**config.mk**
```make
export PLATFORM = sky130hd
export DESIGN_NAME = mtx_io_exp
export DESIGN_NICKNAME = d
export VERILOG_FILES = /design/src/hw/mtx_pkg.sv /design/src/hw/mtx_io_exp.sv
export VERILOG_INCLUDE_DIRS = /design/src /design/src/hw
export SDC_FILE = /design/constraint.sdc
export NUM_CORES = 1
export LEC_CHECK = 0
export CAP_MARGIN = 20
export CORE_MARGIN = 4
export CORE_UTILIZATION = 45
export DETAILED_ROUTE_END_ITERATION = 10
export DONT_BUFFER_PORTS = 1
export HOLD_SLACK_MARGIN = 0.12
export PLACE_DENSITY = 0.71
export SYNTH_ARGS = -nofsm -noshare
export SYNTH_HDL_FRONTEND = slang
export SYNTH_SLANG_ARGS = --single-unit
export TNS_END_PERCENT = 5
```
**constraint.sdc**
```tcl
create_clock -name core_clk_i -period 3.4 [get_ports core_clk_i]
set_clock_uncertainty 0.15 [all_clocks]
set_input_delay 0.68 -clock core_clk_i [delete_from_list [all_inputs] [get_ports core_clk_i]]
set_output_delay 0.68 -clock core_clk_i [all_outputs]
set_load 0.01 [all_outputs]
```
**src/hw/mtx_cfg.svh**
```systemverilog
// constants of the motion task I/O expansion block
`ifndef MTX_CFG_SVH
`define MTX_CFG_SVH

// ----------------------------------------------------------------------
// pin counts and synchroniser layout
// ----------------------------------------------------------------------
`define MTX_N_IN       14
`define MTX_N_OUT      8
`define MTX_N_SYNC     17
`define MTX_SYN_BHOME  14
`define MTX_SYN_BNEXT  15
`define MTX_SYN_FAULT  16
`define MTX_SPEED_W    16

// ----------------------------------------------------------------------
// input function selector slots, four bits each
// ----------------------------------------------------------------------
`define MTX_FI_LAUNCH  0
`define MTX_FI_HOME    1
`define MTX_FI_CLEAR   2
`define MTX_FI_NEXT    3
`define MTX_FI_JOG     4
`define MTX_FI_RESTART 5

// ----------------------------------------------------------------------
// output function indices, three-bit selector each
// ----------------------------------------------------------------------
`define MTX_FO_TARGET  0
`define MTX_FO_LAG_OK  1
`define MTX_FO_SEQ     2
`define MTX_FO_FAULT   3
`define MTX_FO_JOG     4
`define MTX_FO_LAGW    5
`define MTX_FO_RESPW   6
`define MTX_FO_HOME    7

// ----------------------------------------------------------------------
// timing
// ----------------------------------------------------------------------
`define MTX_CLK_NS       8
`define MTX_ADDR_MIN_MS  4
`define MTX_START_MAX_MS 2
`define MTX_RESP_MAX_MS  10
`define MTX_NS_PER_MS    1000000

`endif

```
**src/hw/mtx_pkg.sv**
```systemverilog
// types of the motion task I/O expansion block
package mtx_pkg;

  // ----------------------------------------------------------------------
  // follow-on task handler
  // ----------------------------------------------------------------------
  typedef enum logic [1:0] {
    MTX_NX_IDLE = 2'h0,
    MTX_NX_WAIT = 2'h1,
    MTX_NX_FIRE = 2'h3
  } mtx_next_t;

  // ----------------------------------------------------------------------
  // whole block state
  // ----------------------------------------------------------------------
  typedef struct packed {
    logic [16:0] s1;
    logic [16:0] s2;
    logic [16:0] s3;
    logic [7:0]  block;
    logic        mstart;
    logic        hstart;
    mtx_next_t   nstate;
    logic        nstart;
    logic        restart;
    logic        jog;
    logic [15:0] speed;
    logic        lag_warn;
    logic        resp_warn;
    logic        home;
    logic        target;
    logic        lag_ok;
    logic        seq;
    logic        fault;
    logic [7:0]  pin_out;
  } mtx_state_t;

endpackage : mtx_pkg

```
**src/hw/mtx_io_exp.sv**
```systemverilog
// motion task I/O expansion front end
`timescale 1ns/100ps
`include "mtx_cfg.svh"
// How it works
// - fourteen extra input pins and eight extra output pins are provided.
// - eight select pins form an unsigned block number, pin 0 is the lsb.
// - select held 4 ms before launch; start within 2 ms, outputs in 10 ms.
// - when base home input is enabled the card home pin is ignored.
// - the clear input clears lag and response watch warnings.
// - follow-on input starts next task only after target is reached.
// - a base-unit input may also start the next motion block.
// - jog rising edge starts jog motion, falling edge cancels it.
// - jog runs at the stored jog speed value.
// - output stage overload or short sets the fault indication.
// - every output function and all six input function slots are chosen by configuration; the select pins are fixed at card pins 0 to 7.
// - launch starts selected task, or homing when block number is zero.
// - target reached output high while position is in the window.
// - lag output low while position is outside the lag window.
// - step output inverts per sequence task, low at the first task.
module mtx_io_exp #(
  parameter int START_MAX_CYC =
    `MTX_START_MAX_MS * (`MTX_NS_PER_MS / `MTX_CLK_NS)
) (
  // clock and reset
  input  wire logic        core_clk_i,
  input  wire logic        reset_n_i,
  // card pins and base-unit pins
  input  wire logic [13:0] pin_in_i,
  input  wire logic        base_home_pin_i,
  input  wire logic        base_next_pin_i,
  input  wire logic        out_fault_pin_i,
  // configuration
  input  wire logic        base_home_en_i,
  input  wire logic [23:0] in_func_sel_i,
  input  wire logic [23:0] out_func_sel_i,
  input  wire logic [15:0] jog_speed_i,
  // amplifier status
  input  wire logic        in_window_i,
  input  wire logic        lag_outside_i,
  input  wire logic        lag_warn_set_i,
  input  wire logic        resp_warn_set_i,
  input  wire logic        task_start_i,
  input  wire logic        seq_first_i,
  // commands to the amplifier
  output logic             motion_start_o,
  output logic             homing_start_o,
  output logic [7:0]       motion_block_o,
  output logic             next_task_start_o,
  output logic             task_restart_o,
  output logic             jog_run_o,
  output logic [15:0]      jog_speed_o,
  output logic             home_sw_o,
  // status
  output logic             lag_warning_o,
  output logic             response_watch_warning_o,
  output logic             target_reached_out_o,
  output logic             lag_ok_o,
  output logic             sequence_step_toggle_o,
  output logic             out_fault_o,
  output logic [7:0]       pin_out_o
);

  mtx_pkg::mtx_state_t q;
  mtx_pkg::mtx_state_t next_q;
  logic [16:0]         rise;
  logic [16:0]         fall;
  logic [7:0]          func;
  logic                launch_r;
  logic                next_r;
  logic                jog_r;
  logic                jog_f;
  logic                clear_l;

  // ----------------------------------------------------------------------
  // function selectors
  // ----------------------------------------------------------------------
  function automatic logic pick_in(input logic [16:0] v,
                                   input logic [23:0] sel,
                                   input int          slot);
    logic [3:0] idx;
    idx = sel[slot*4 +: 4];
    pick_in = (idx < 4'hE) ? v[idx] : 1'b0;
  endfunction : pick_in

  function automatic logic pick_out(input logic [7:0]  v,
                                    input logic [23:0] sel,
                                    input int          k);
    pick_out = v[sel[k*3 +: 3]];
  endfunction : pick_out

  // ----------------------------------------------------------------------
  // next state
  // ----------------------------------------------------------------------
  always_comb begin
    next_q = q;
    rise = q.s2 & ~q.s3;
    fall = ~q.s2 & q.s3;
    launch_r = pick_in(rise, in_func_sel_i, `MTX_FI_LAUNCH);
    next_r = pick_in(rise, in_func_sel_i, `MTX_FI_NEXT) |
             rise[`MTX_SYN_BNEXT];
    jog_r = pick_in(rise, in_func_sel_i, `MTX_FI_JOG);
    jog_f = pick_in(fall, in_func_sel_i, `MTX_FI_JOG);
    clear_l = pick_in(q.s2, in_func_sel_i, `MTX_FI_CLEAR);
    func = '0;
    func[`MTX_FO_TARGET] = q.target;
    func[`MTX_FO_LAG_OK] = q.lag_ok;
    func[`MTX_FO_SEQ] = q.seq;
    func[`MTX_FO_FAULT] = q.fault;
    func[`MTX_FO_JOG] = q.jog;
    func[`MTX_FO_LAGW] = q.lag_warn;
    func[`MTX_FO_RESPW] = q.resp_warn;
    func[`MTX_FO_HOME] = q.home;
    // two-stage synchroniser, then edge history
    next_q.s1 = {out_fault_pin_i, base_next_pin_i, base_home_pin_i,
                 pin_in_i};
    next_q.s2 = q.s1;
    next_q.s3 = q.s2;
    next_q.mstart = 1'b0;
    next_q.hstart = 1'b0;
    next_q.nstart = 1'b0;
    next_q.restart = pick_in(rise, in_func_sel_i, `MTX_FI_RESTART);
    // launch: block number zero means homing
    if (launch_r) begin
      next_q.block = q.s2[7:0];
      if (q.s2[7:0] == 8'h00) begin
        next_q.hstart = 1'b1;
      end else begin
        next_q.mstart = 1'b1;
      end
    end
    // follow-on task waits for the target
    case (q.nstate)
      mtx_pkg::MTX_NX_IDLE: begin
        if (next_r) begin
          next_q.nstate = mtx_pkg::MTX_NX_WAIT;
        end
      end
      mtx_pkg::MTX_NX_WAIT: begin
        if (in_window_i) begin
          next_q.nstart = 1'b1;
          next_q.nstate = mtx_pkg::MTX_NX_FIRE;
        end
      end
      default: begin
        next_q.nstate = mtx_pkg::MTX_NX_IDLE;
      end
    endcase
    // jog on edges
    if (jog_r) begin
      next_q.jog = 1'b1;
      next_q.speed = jog_speed_i;
    end else if (jog_f) begin
      next_q.jog = 1'b0;
    end
    // warnings: a new event wins over the clear
    if (lag_warn_set_i) begin
      next_q.lag_warn = 1'b1;
    end else if (clear_l) begin
      next_q.lag_warn = 1'b0;
    end
    if (resp_warn_set_i) begin
      next_q.resp_warn = 1'b1;
    end else if (clear_l) begin
      next_q.resp_warn = 1'b0;
    end
    if (base_home_en_i) begin
      next_q.home = q.s2[`MTX_SYN_BHOME];
    end else begin
      next_q.home = pick_in(q.s2, in_func_sel_i, `MTX_FI_HOME);
    end
    if (task_start_i) begin
      next_q.seq = seq_first_i ? 1'b0 : ~q.seq;
    end
    next_q.target = in_window_i;
    next_q.lag_ok = ~lag_outside_i;
    next_q.fault = q.s2[`MTX_SYN_FAULT];
    for (int k = 0; k < `MTX_N_OUT; k++) begin
      next_q.pin_out[k] = pick_out(func, out_func_sel_i, k);
    end
  end

  always_ff @(posedge core_clk_i) begin
    if (!reset_n_i) begin
      q <= '0;
    end else begin
      q <= next_q;
    end
  end

  // ----------------------------------------------------------------------
  // outputs
  // ----------------------------------------------------------------------
  assign motion_start_o           = q.mstart;
  assign homing_start_o           = q.hstart;
  assign motion_block_o           = q.block;
  assign next_task_start_o        = q.nstart;
  assign task_restart_o           = q.restart;
  assign jog_run_o                = q.jog;
  assign jog_speed_o              = q.speed;
  assign home_sw_o                = q.home;
  assign lag_warning_o            = q.lag_warn;
  assign response_watch_warning_o = q.resp_warn;
  assign target_reached_out_o     = q.target;
  assign lag_ok_o                 = q.lag_ok;
  assign sequence_step_toggle_o   = q.seq;
  assign out_fault_o              = q.fault;
  assign pin_out_o                = q.pin_out;

  // ----------------------------------------------------------------------
  // assertions
  // ----------------------------------------------------------------------
  int unsigned since_launch;

  always_ff @(posedge core_clk_i) begin
    if (!reset_n_i || motion_start_o || homing_start_o) begin
      since_launch <= 0;
    end else if (launch_r || since_launch != 0) begin
      since_launch <= since_launch + 1;
    end
  end
endmodule : mtx_io_exp

```
==> flow_summary.json, run 1 <==
{
  "outcome": "complete, no violations",
  "ys_seq_area_share_pct": 41.6,
  "cts-resized-gates": 0,
  "fmax_ghz": 0.416,
  "area_growth_pct": 0.794,
  "hold_buffers": 0,
  "clk_pin_slew_ns": 0.10,
  "grt_usage_pct": 16.9,
  "grt_pass1_vias": 2887,
  "dpl.hpwl_mm": 7.29,
  "antenna_found_initial": 0,
  "grt_pass1_wl_mm": 15.2,
  "cts_max_level": 3,
  "ys.flop_type": "dfxtp_1",
  "antenna_cells": 0,
  "worstPathRequired_ns": 3.51,
  "hp-class": "in2reg",
  "slew_viol_final": 0,
  "min_to": "lag_ok_o",
  "peakVddDrop_mv": 0.253,
  "criticalPathCategory": "reg2reg",
  "period_minus_slack_ns": 2.40,
  "cts_buffers": 9,
  "relSlewSlack_pct": 44.1,
  "power_density_nw_per_um2": 459,
  "end_kind": "flop",
  "vias": 2801,
  "p_switching_uw": 546,
  "finalSetupTns_ns": 0,
  "dp_slack_ns": 0.856,
  "setup_viol": 0,
  "wirelength_mm": 9.81,
  "p_comb_share_pct": 8.8,
  "cap_violations": 0,
  "cts_setup_buffers": 0,
  "synth_cell_types": 41,
  "internal_power_uw": 1570,
  "fin_crit_sh_pct": 70.7,
  "drc": 0,
  "wire_per_inst_um": 18.9,
  "seqPwrFrac_pct": 58.2,
  "clockBufferDepth": 2,
  "fin_util_pct": 46.9,
  "grt-ovfl-total": 0,
  "rsz0062_at_grt": "false",
  "core_area_um2": 9820,
  "worstHoldPathCells": 1,
  "die_w_um": 109,
  "netSwitchingFraction_pct": 25.8,
  "power_frac_clock_pct": 33.0,
  "worst_slew_pin_slew_ns": 0.817,
  "start_util_pct": 46.5,
  "syn_area_per_cell_um2": 10.9,
  "holdWs_ns": 0.233,
  "r2r_cells": 6,
  "ys_warn_count": 0,
  "synth_edf_count": 0,
  "drive_above_1_share_pct": 13.5,
  "cts_tree": "yes",
  "die_y_um": 109,
  "root_buffer": "clkbuf_8",
  "ys_seq_elements": 95,
  "dr.pass1.iters": 4,
  "ff2ff_setup_slack_ns": 1.0,
  "antenna_left": 0,
  "grt_start_max_net_pins": 111,
  "async_reset_ff_share_pct": 0,
  "hold_viol": 0,
  "clock-sinks": 95,
  "hp-start": "lag_outside_i",
  "clkLatencyLatePin_ns": 0.36,
  "startpoint_type": "flop",
  "arrival_ns": 2.52,
  "place_congestion": 0.858,
  "ios": 134,
  "die-area_um2": 11800,
  "num-nets-final": 471,
  "crit_path_max_fanout": 17,
  "crit-reg2reg-launch": "next_q[49]",
  "row_count": 36,
  "port_buffers": 0,
  "synth_area_um2": 4570,
  "power.leakage_uw": 0.00172,
  "synth_fp_nets": 509,
  "r2r-end": "jog_run_o",
  "worst_slack_ns": 0.997,
  "drt-vias-per-instance": 5.40,
  "synthesis.instances": 419,
  "first_iter_violations": 194
}
## logic make-up after synthesis
logic type      Yosys count  synth area share (%)
buf+inv                  66                  8.38
flops                    95                  41.6
simple gates            155                  18.9
mux                      77                  26.9
compound gates           26                  4.24
## worst max path at each step
stage | start | to | slack (ns) | depth (start not counted)
2_1_floorplan | in_func_sel_i[16] | jog_speed_o[10] | 0.73 | 6
3_3_place_gp | in_func_sel_i[17] | jog_run_o | 0.99 | 6
3_5_place_dp | in_func_sel_i[17] | jog_run_o | 0.86 | 6
4_1_cts | next_q[49] | jog_run_o | 0.96 | 6
5_1_grt | next_q[51] | motion_block_o[6] | 0.84 | 5
6_report | next_q[49] | jog_run_o | 1.0 | 6
## final cells by class
class | instances | area, um2
inverters | 16 | 60.1
flip-flops and latches | 95 | 1900
clock inverters | 7 | 61.3
fillers | 928 | 5210
clock buffers | 9 | 124
multi-input cells | 258 | 2280
well taps | 133 | 166
repair buffers | 1 | 7.51
## flip-flops by register name, indices dropped and copies added (netlist names)
| signal | count |
|---|---|
| sequence_step_toggle_o | 1 |
| homing_start_o | 1 |
| motion_start_o | 1 |
| task_restart_o | 1 |
| response_watch_warning_o | 1 |
| target_reached_out_o | 1 |
| home_sw_o | 1 |
| next_q | 34 |
| q | 17 |
| pin_out_o | 8 |
| lag_ok_o | 1 |
| out_fault_o | 1 |
| jog_speed_o | 16 |
| motion_block_o | 8 |
| jog_run_o | 1 |
| lag_warning_o | 1 |
| next_task_start_o | 1 |
## Yosys cell counts, types with 4 or more instances
cell type | instances | area, um2
dfxtp_1 | 95 | 1900
nor3_1 | 4 | 20.0
mux4_1 | 7 | 184
inv_1 | 16 | 60.1
and2_1 | 43 | 269
a21oi_1 | 8 | 40.0
nand2b_1 | 16 | 100
mux2_2 | 5 | 56.3
nor3b_1 | 9 | 67.6
a31oi_1 | 4 | 25.0
nor2b_1 | 14 | 87.6
mux4_2 | 27 | 608
nand2_1 | 51 | 191
buf_4 | 32 | 240
mux2i_1 | 38 | 380
clkbuf_1 | 14 | 52.6
## stage by stage
| stage | cell area (um2) | power, uW | instances |
|---|---|---|---|
| global route | 4610 | 2220 | 519 |
| CTS | 4610 | 2140 | 519 |
| global placement | 4420 | 1440 | 503 |
| floorplan | 4570 | 1450 | 419 |
| finish | 4610 | 2120 | 519 |
| detailed placement | 4420 | 1450 | 503 |
## cells in the final DEF, fill, tap and decap left out, types with 4 or more instances in the layout
| cell | n |
|---|---|
| nor3b_1 | 9 |
| mux2i_1 | 38 |
| nor3_1 | 4 |
| mux4_2 | 27 |
| and2_1 | 43 |
| clkbuf_8 | 9 |
| mux2_2 | 5 |
| nor2b_1 | 14 |
| inv_1 | 16 |
| nand2b_1 | 16 |
| dfxtp_1 | 95 |
| a21oi_1 | 8 |
| a31oi_1 | 4 |
| nand2_1 | 51 |
| mux4_1 | 7 |
## metal layers
layer	GRT usage [%]	wire length (um)	vias up
li1	-	-	1363
met1	21.6	4060	1352
met2	26.6	4860	78
met3	6.39	805	8
met4	5.23	82	0
met5	0	0	-
## power groups by stage
stage          registers, uW  clock network [uW]  logic, uW
2_1_floorplan           1220                   0        228
3_3_place_gp            1260                   0        181
3_5_place_dp            1260                   0        188
4_1_cts                 1230                 721        188
5_1_grt                 1240                 770        206
6_report                1230                 697        187
## critical path: stages (launching register included)
cell       delay, ns
dfxtp_1         0.40
nand2b_1        0.19
mux2i_1         0.10
a2111oi_0       0.77
a311oi_4        0.07
buf_4           0.26
a221o_1         0.37
(Power assumes the default switching activity.)
==> run 2: changes to the inputs <==
Clock period 3.4 ns to 2.3 ns, I/O delays scaled along.
==> flow_summary.json, run 2 (synthesis gave the netlist of run 1 again) <==
{
  "core_area_um2": 9820,
  "antenna_left": 0,
  "relSlewSlack_pct": 68.5,
  "drt-vias-per-instance": 5.36,
  "port_buffers": 0,
  "die-area_um2": 11800,
  "row_count": 36,
  "criticalPathCategory": "reg2reg",
  "vias": 3109,
  "place_congestion": 0.878,
  "hp-start": "out_func_sel_i[11]",
  "first_iter_violations": 187,
  "die_w_um": 109,
  "arrival_ns": 2.36,
  "finalSetupTns_ns": 0,
  "clk_pin_slew_ns": 0.09,
  "wirelength_mm": 11.0,
  "dr.pass1.iters": 4,
  "crit_path_max_fanout": 5,
  "final_cell_mix": "dfxtp_1 (92), nand2_1 (51), dlygate4sd3_1 (46), and2_1 (43), mux2i_1 (37)",
  "hold_viol": 0,
  "ff2ff_setup_slack_ns": 0.06,
  "slew_viol_final": 0,
  "grt_pass1_vias": 3215,
  "clock-sinks": 95,
  "num-nets-final": 532,
  "setup_viol": 0,
  "total_power_uw": 3470,
  "area_growth_pct": 16.4,
  "grt_usage_pct": 19.0,
  "power.leakage_uw": 0.00205,
  "antenna_cells": 0,
  "fin_crit_sh_pct": 97.2,
  "antenna_found_initial": 0,
  "clockBufferDepth": 2,
  "crit_start": "next_q[56]",
  "ios": 134,
  "fill_cells": 873,
  "grt_start_max_net_pins": 101,
  "drc": 0,
  "clkLatencyLatePin_ns": 0.36,
  "die_y_um": 109,
  "drive_above_1_share_pct": 16.3,
  "crit-reg2reg-launch": "next_q[56]",
  "layout_commonest_cell": "dfxtp_1",
  "hp-class": "in2reg",
  "startpoint_type": "flop",
  "period_minus_slack_ns": 2.24,
  "root_buffer": "clkbuf_8",
  "worst_slew_pin_slew_ns": 0.472,
  "largest_register_ffs": 34,
  "power_density_nw_per_um2": 652,
  "cts_tree": "yes",
  "grt_pass1_wl_mm": 17.0,
  "dp_slack_ns": 0.0487,
  "fmax_ghz": 0.447,
  "outcome": "complete, no violations",
  "peakVddDrop_mv": 0.363,
  "end_kind": "flop",
  "dpl.hpwl_mm": 7.41,
  "cts_buffers": 9,
  "cap_violations": 0,
  "rsz0062_at_grt": "false",
  "worst_slack_ns": 0.0644,
  "cts_max_level": 3,
  "worstPathRequired_ns": 2.43,
  "grt-ovfl-total": 0,
  "start_util_pct": 46.5,
  "wire_per_inst_um": 18.9
}
[run 2: cell types whose count changed in the layout (fill, tap and decap cells not counted), sizes merged]
cell / previous run / this run
buf: 1 / 14
bufinv: 0 / 2
clkbuf: 9 / 13
dlygate4sd3: 0 / 46
inv: 20 / 16
[run 2: where the power goes]
group	switching, uW	internal (uW)
clock network	566	669
logic	151	270
registers	86.7	1730
total	804	2670
[run 2: through the flow]
stage          instances  cell area [um2]  hold slack [ns]  util (%)
2_1_floorplan        419             4580            0.262         -
3_3_place_gp         514             4520            0.269      46.0
3_5_place_dp         514             4520            0.271      46.0
4_1_cts              576             5230            0.121      53.2
5_1_grt              580             5320            0.126      54.2
6_report             580             5320            0.139      54.2
[run 2: critical path, cell delays in order (launching register included)]
cell,delay (ns)
dfxtp_2,0.38
or2b_1,0.30
mux4_2,0.51
a311oi_4,0.31
buf_6,0.17
buf_12,0.13
mux2i_2,0.21
[run 2: worst paths after layout]
kind | depth (start not counted) | end
max reg2reg | 6 | jog_speed_o[3]
max | 6 | jog_speed_o[3]
min reg2reg | 1 | out_fault_o
min | 2 | pin_out_o[3]
[run 2: metal layers]
layer | share of wire, % | track usage, % | vias up | wire length (um)
met4 | 1.9 | 7.48 | 0 | 207
met3 | 8.9 | 6.16 | 19 | 974
met5 | 0 | 0 | - | 0
li1 | - | - | 1481 | -
met1 | 41 | 24.1 | 1496 | 4440
met2 | 49 | 30.0 | 113 | 5330
[run 2: timing repair]
item                       in CTS  in global routing
setup buffers                   0                  1
hold endpoints to repair       89                  1
pin swaps                       0                  1
gates resized for setup         1                  6
setup endpoints to repair       1                 17
hold buffers                   46                  1
gates cloned                    0                  2
[run 2: area by class of cell]
type / instances / area, um2 / share of cell area, %
Multi-Input combinational cell: 258 / 2300 / 43.3
Sequential cell: 95 / 1910 / 35.8
Timing Repair Buffer: 62 / 652 / 12.3
Tap cell: 133 / 166 / 3.13
Clock buffer: 11 / 151 / 2.85
Clock inverter: 5 / 80.1 / 1.51
Inverter: 16 / 60.1 / 1.13
==> run 3: changes to the inputs <==
Settings changed: CORE_UTILIZATION 45 to 58, PLACE_DENSITY 0.71 to 0.85.
==> flow_summary.json, run 3 (synthesis gave the netlist of run 1 again) <==
{
  "arrival_ns": 2.41,
  "cts_tree": "yes",
  "cts_max_level": 3,
  "use_met1_pct": 29.0,
  "antenna_cells": 0,
  "worst_slew_pin_slew_ns": 0.573,
  "die-area_um2": 9360,
  "outcome": "complete, no violations",
  "busiest_layer": "met2",
  "power_density_nw_per_um2": 624,
  "hp-class": "in2reg",
  "peakVddDrop_mv": 0.348,
  "fmax_ghz": 0.444,
  "grt_use_met3_pct": 7.50,
  "grt_pass1_wl_mm": 17.1,
  "drc": 0,
  "vias": 3160,
  "grt_usage_pct": 23.0,
  "ios": 134,
  "hold_viol": 0,
  "period_minus_slack_ns": 2.25,
  "wirelength_mm": 10.8,
  "cp_slowest_cell": "mux4_2",
  "die_y_um": 96.8,
  "largest_register_ffs": 34,
  "clk_pin_slew_ns": 0.10,
  "ff2ff_setup_slack_ns": 0.05,
  "total_power_uw": 3250,
  "startpoint_type": "flop",
  "end_kind": "flop",
  "dpl.hpwl_mm": 7.22,
  "start_util_pct": 59.4,
  "crit-reg2reg-launch": "q[58]",
  "worstPathRequired_ns": 2.45,
  "wire_per_inst_um": 19.7,
  "criticalPathCategory": "reg2reg",
  "rsz0062_at_grt": "false",
  "slowest_delay_ns": 0.50,
  "layout_commonest_cell": "dfxtp_1",
  "root_buffer": "clkbuf_8",
  "crit_start": "q[58]",
  "port_buffers": 0,
  "fin_crit_sh_pct": 98.0,
  "die_w_um": 96.8,
  "endpoint": "jog_speed_o[8]",
  "crit_path_max_fanout": 8,
  "grt_use_met2_pct": 36.3,
  "clock-sinks": 95,
  "grt_pass1_vias": 3267,
  "clkLatencyLatePin_ns": 0.37,
  "place_area_um2": 4480,
  "fin_util_pct": 67.7,
  "drive_above_1_share_pct": 15.5,
  "path_delay_family": "multiplexers",
  "cp.buffers_inverters": 2,
  "path_cells": "nand2b_1 -> mux4_2 -> o221a_1 -> a311oi_4 -> buf_6 -> clkbuf_16 -> mux2i_1",
  "grt_start_max_net_pins": 102,
  "relSlewSlack_pct": 61.7,
  "num-nets-final": 531,
  "drt-vias-per-instance": 5.77,
  "r2r-end": "jog_speed_o[8]",
  "area_growth_pct": 13.9,
  "final_cell_mix": "dfxtp_1 (94), nand2_1 (51), dlygate4sd3_1 (44), and2_1 (43), mux2i_1 (38)",
  "antenna_found_initial": 0,
  "first_iter_violations": 287,
  "cts_buffers": 9,
  "path_depth": 7,
  "clockBufferDepth": 2,
  "fin_area_um2": 5200,
  "power.leakage_uw": 0.00202,
  "setup_viol": 0,
  "place_congestion": 0.948,
  "dr.pass1.iters": 4,
  "core_area_um2": 7690,
  "antenna_left": 0,
  "r2r_cells": 7,
  "cap_violations": 0,
  "row_count": 32,
  "grt-ovfl-total": 0,
  "slew_viol_final": 0
}
==> run 3: cell count changes in the layout (fill, tap and decap cells not counted), sizes merged <==
cell,previous run,this run
inv,16,19
buf,14,15
clkbuf,13,12
bufinv,2,0
dlygate4sd3,46,44
==> run 3: area by class of cell <==
type	instances	area, um2
Inverter	16	60.1
Tap cell	102	128
Sequential cell	95	1900
Multi-Input combinational cell	258	2290
Fill cell	568	2480
Timing Repair Buffer	61	639
Clock inverter	6	52.6
Clock buffer	10	128
==> run 3: worst min path at each step <==
stage / startpoint / end / slack, ns / depth (start not counted)
global placement: next_q[79] / next_q[8] / 0.27 / 1
global route: reset_n_i / next_q[46] / 0.12 / 1
detailed placement: next_q[70] / next_q[53] / 0.27 / 1
CTS: out_func_sel_i[5] / pin_out_o[1] / 0.12 / 2
finish: out_func_sel_i[14] / pin_out_o[4] / 0.13 / 2
floorplan: next_q[63] / next_q[46] / 0.26 / 1
==> run 3: through the flow <==
step,worst slack (ns),hold slack (ns),instances,setup TNS (ns)
finish,0.0467,0.129,548,0
global route,0.00189,0.120,548,0
CTS,0.0294,0.122,545,0
detailed placement,0.0195,0.268,484,0
global placement,0.142,0.266,484,0
floorplan,-0.143,0.262,419,-1.43
==> run 3: routing by layer <==
metal  share of wire [%]  wire, um  vias up
met3                 9.2       991       21
li1                    -         -     1481
met4                 2.8       299        0
met2                  48      5220      129
met5                   0         0        -
met1                  40      4270     1529
==> run 3: repair_timing <==
| action | in CTS | in global routing |
|---|---|---|
| hold buffers | 45 | 0 |
| setup endpoints to repair | 1 | 7 |
| resized for setup | 2 | 2 |
| pin swaps | 0 | 1 |
| buffers inserted | 0 | 1 |
| cloned | 0 | 2 |
| endpoints found under the hold margin | 90 | 0 |
==> run 3: report_power, final <==
| group | switching (uW) | leakage (uW) | internal (uW) |
|---|---|---|---|
| Combinational | 153 | 0.00115 | 267 |
| Sequential | 85.3 | 0.000781 | 1730 |
| Clock | 607 | 0.0000854 | 410 |
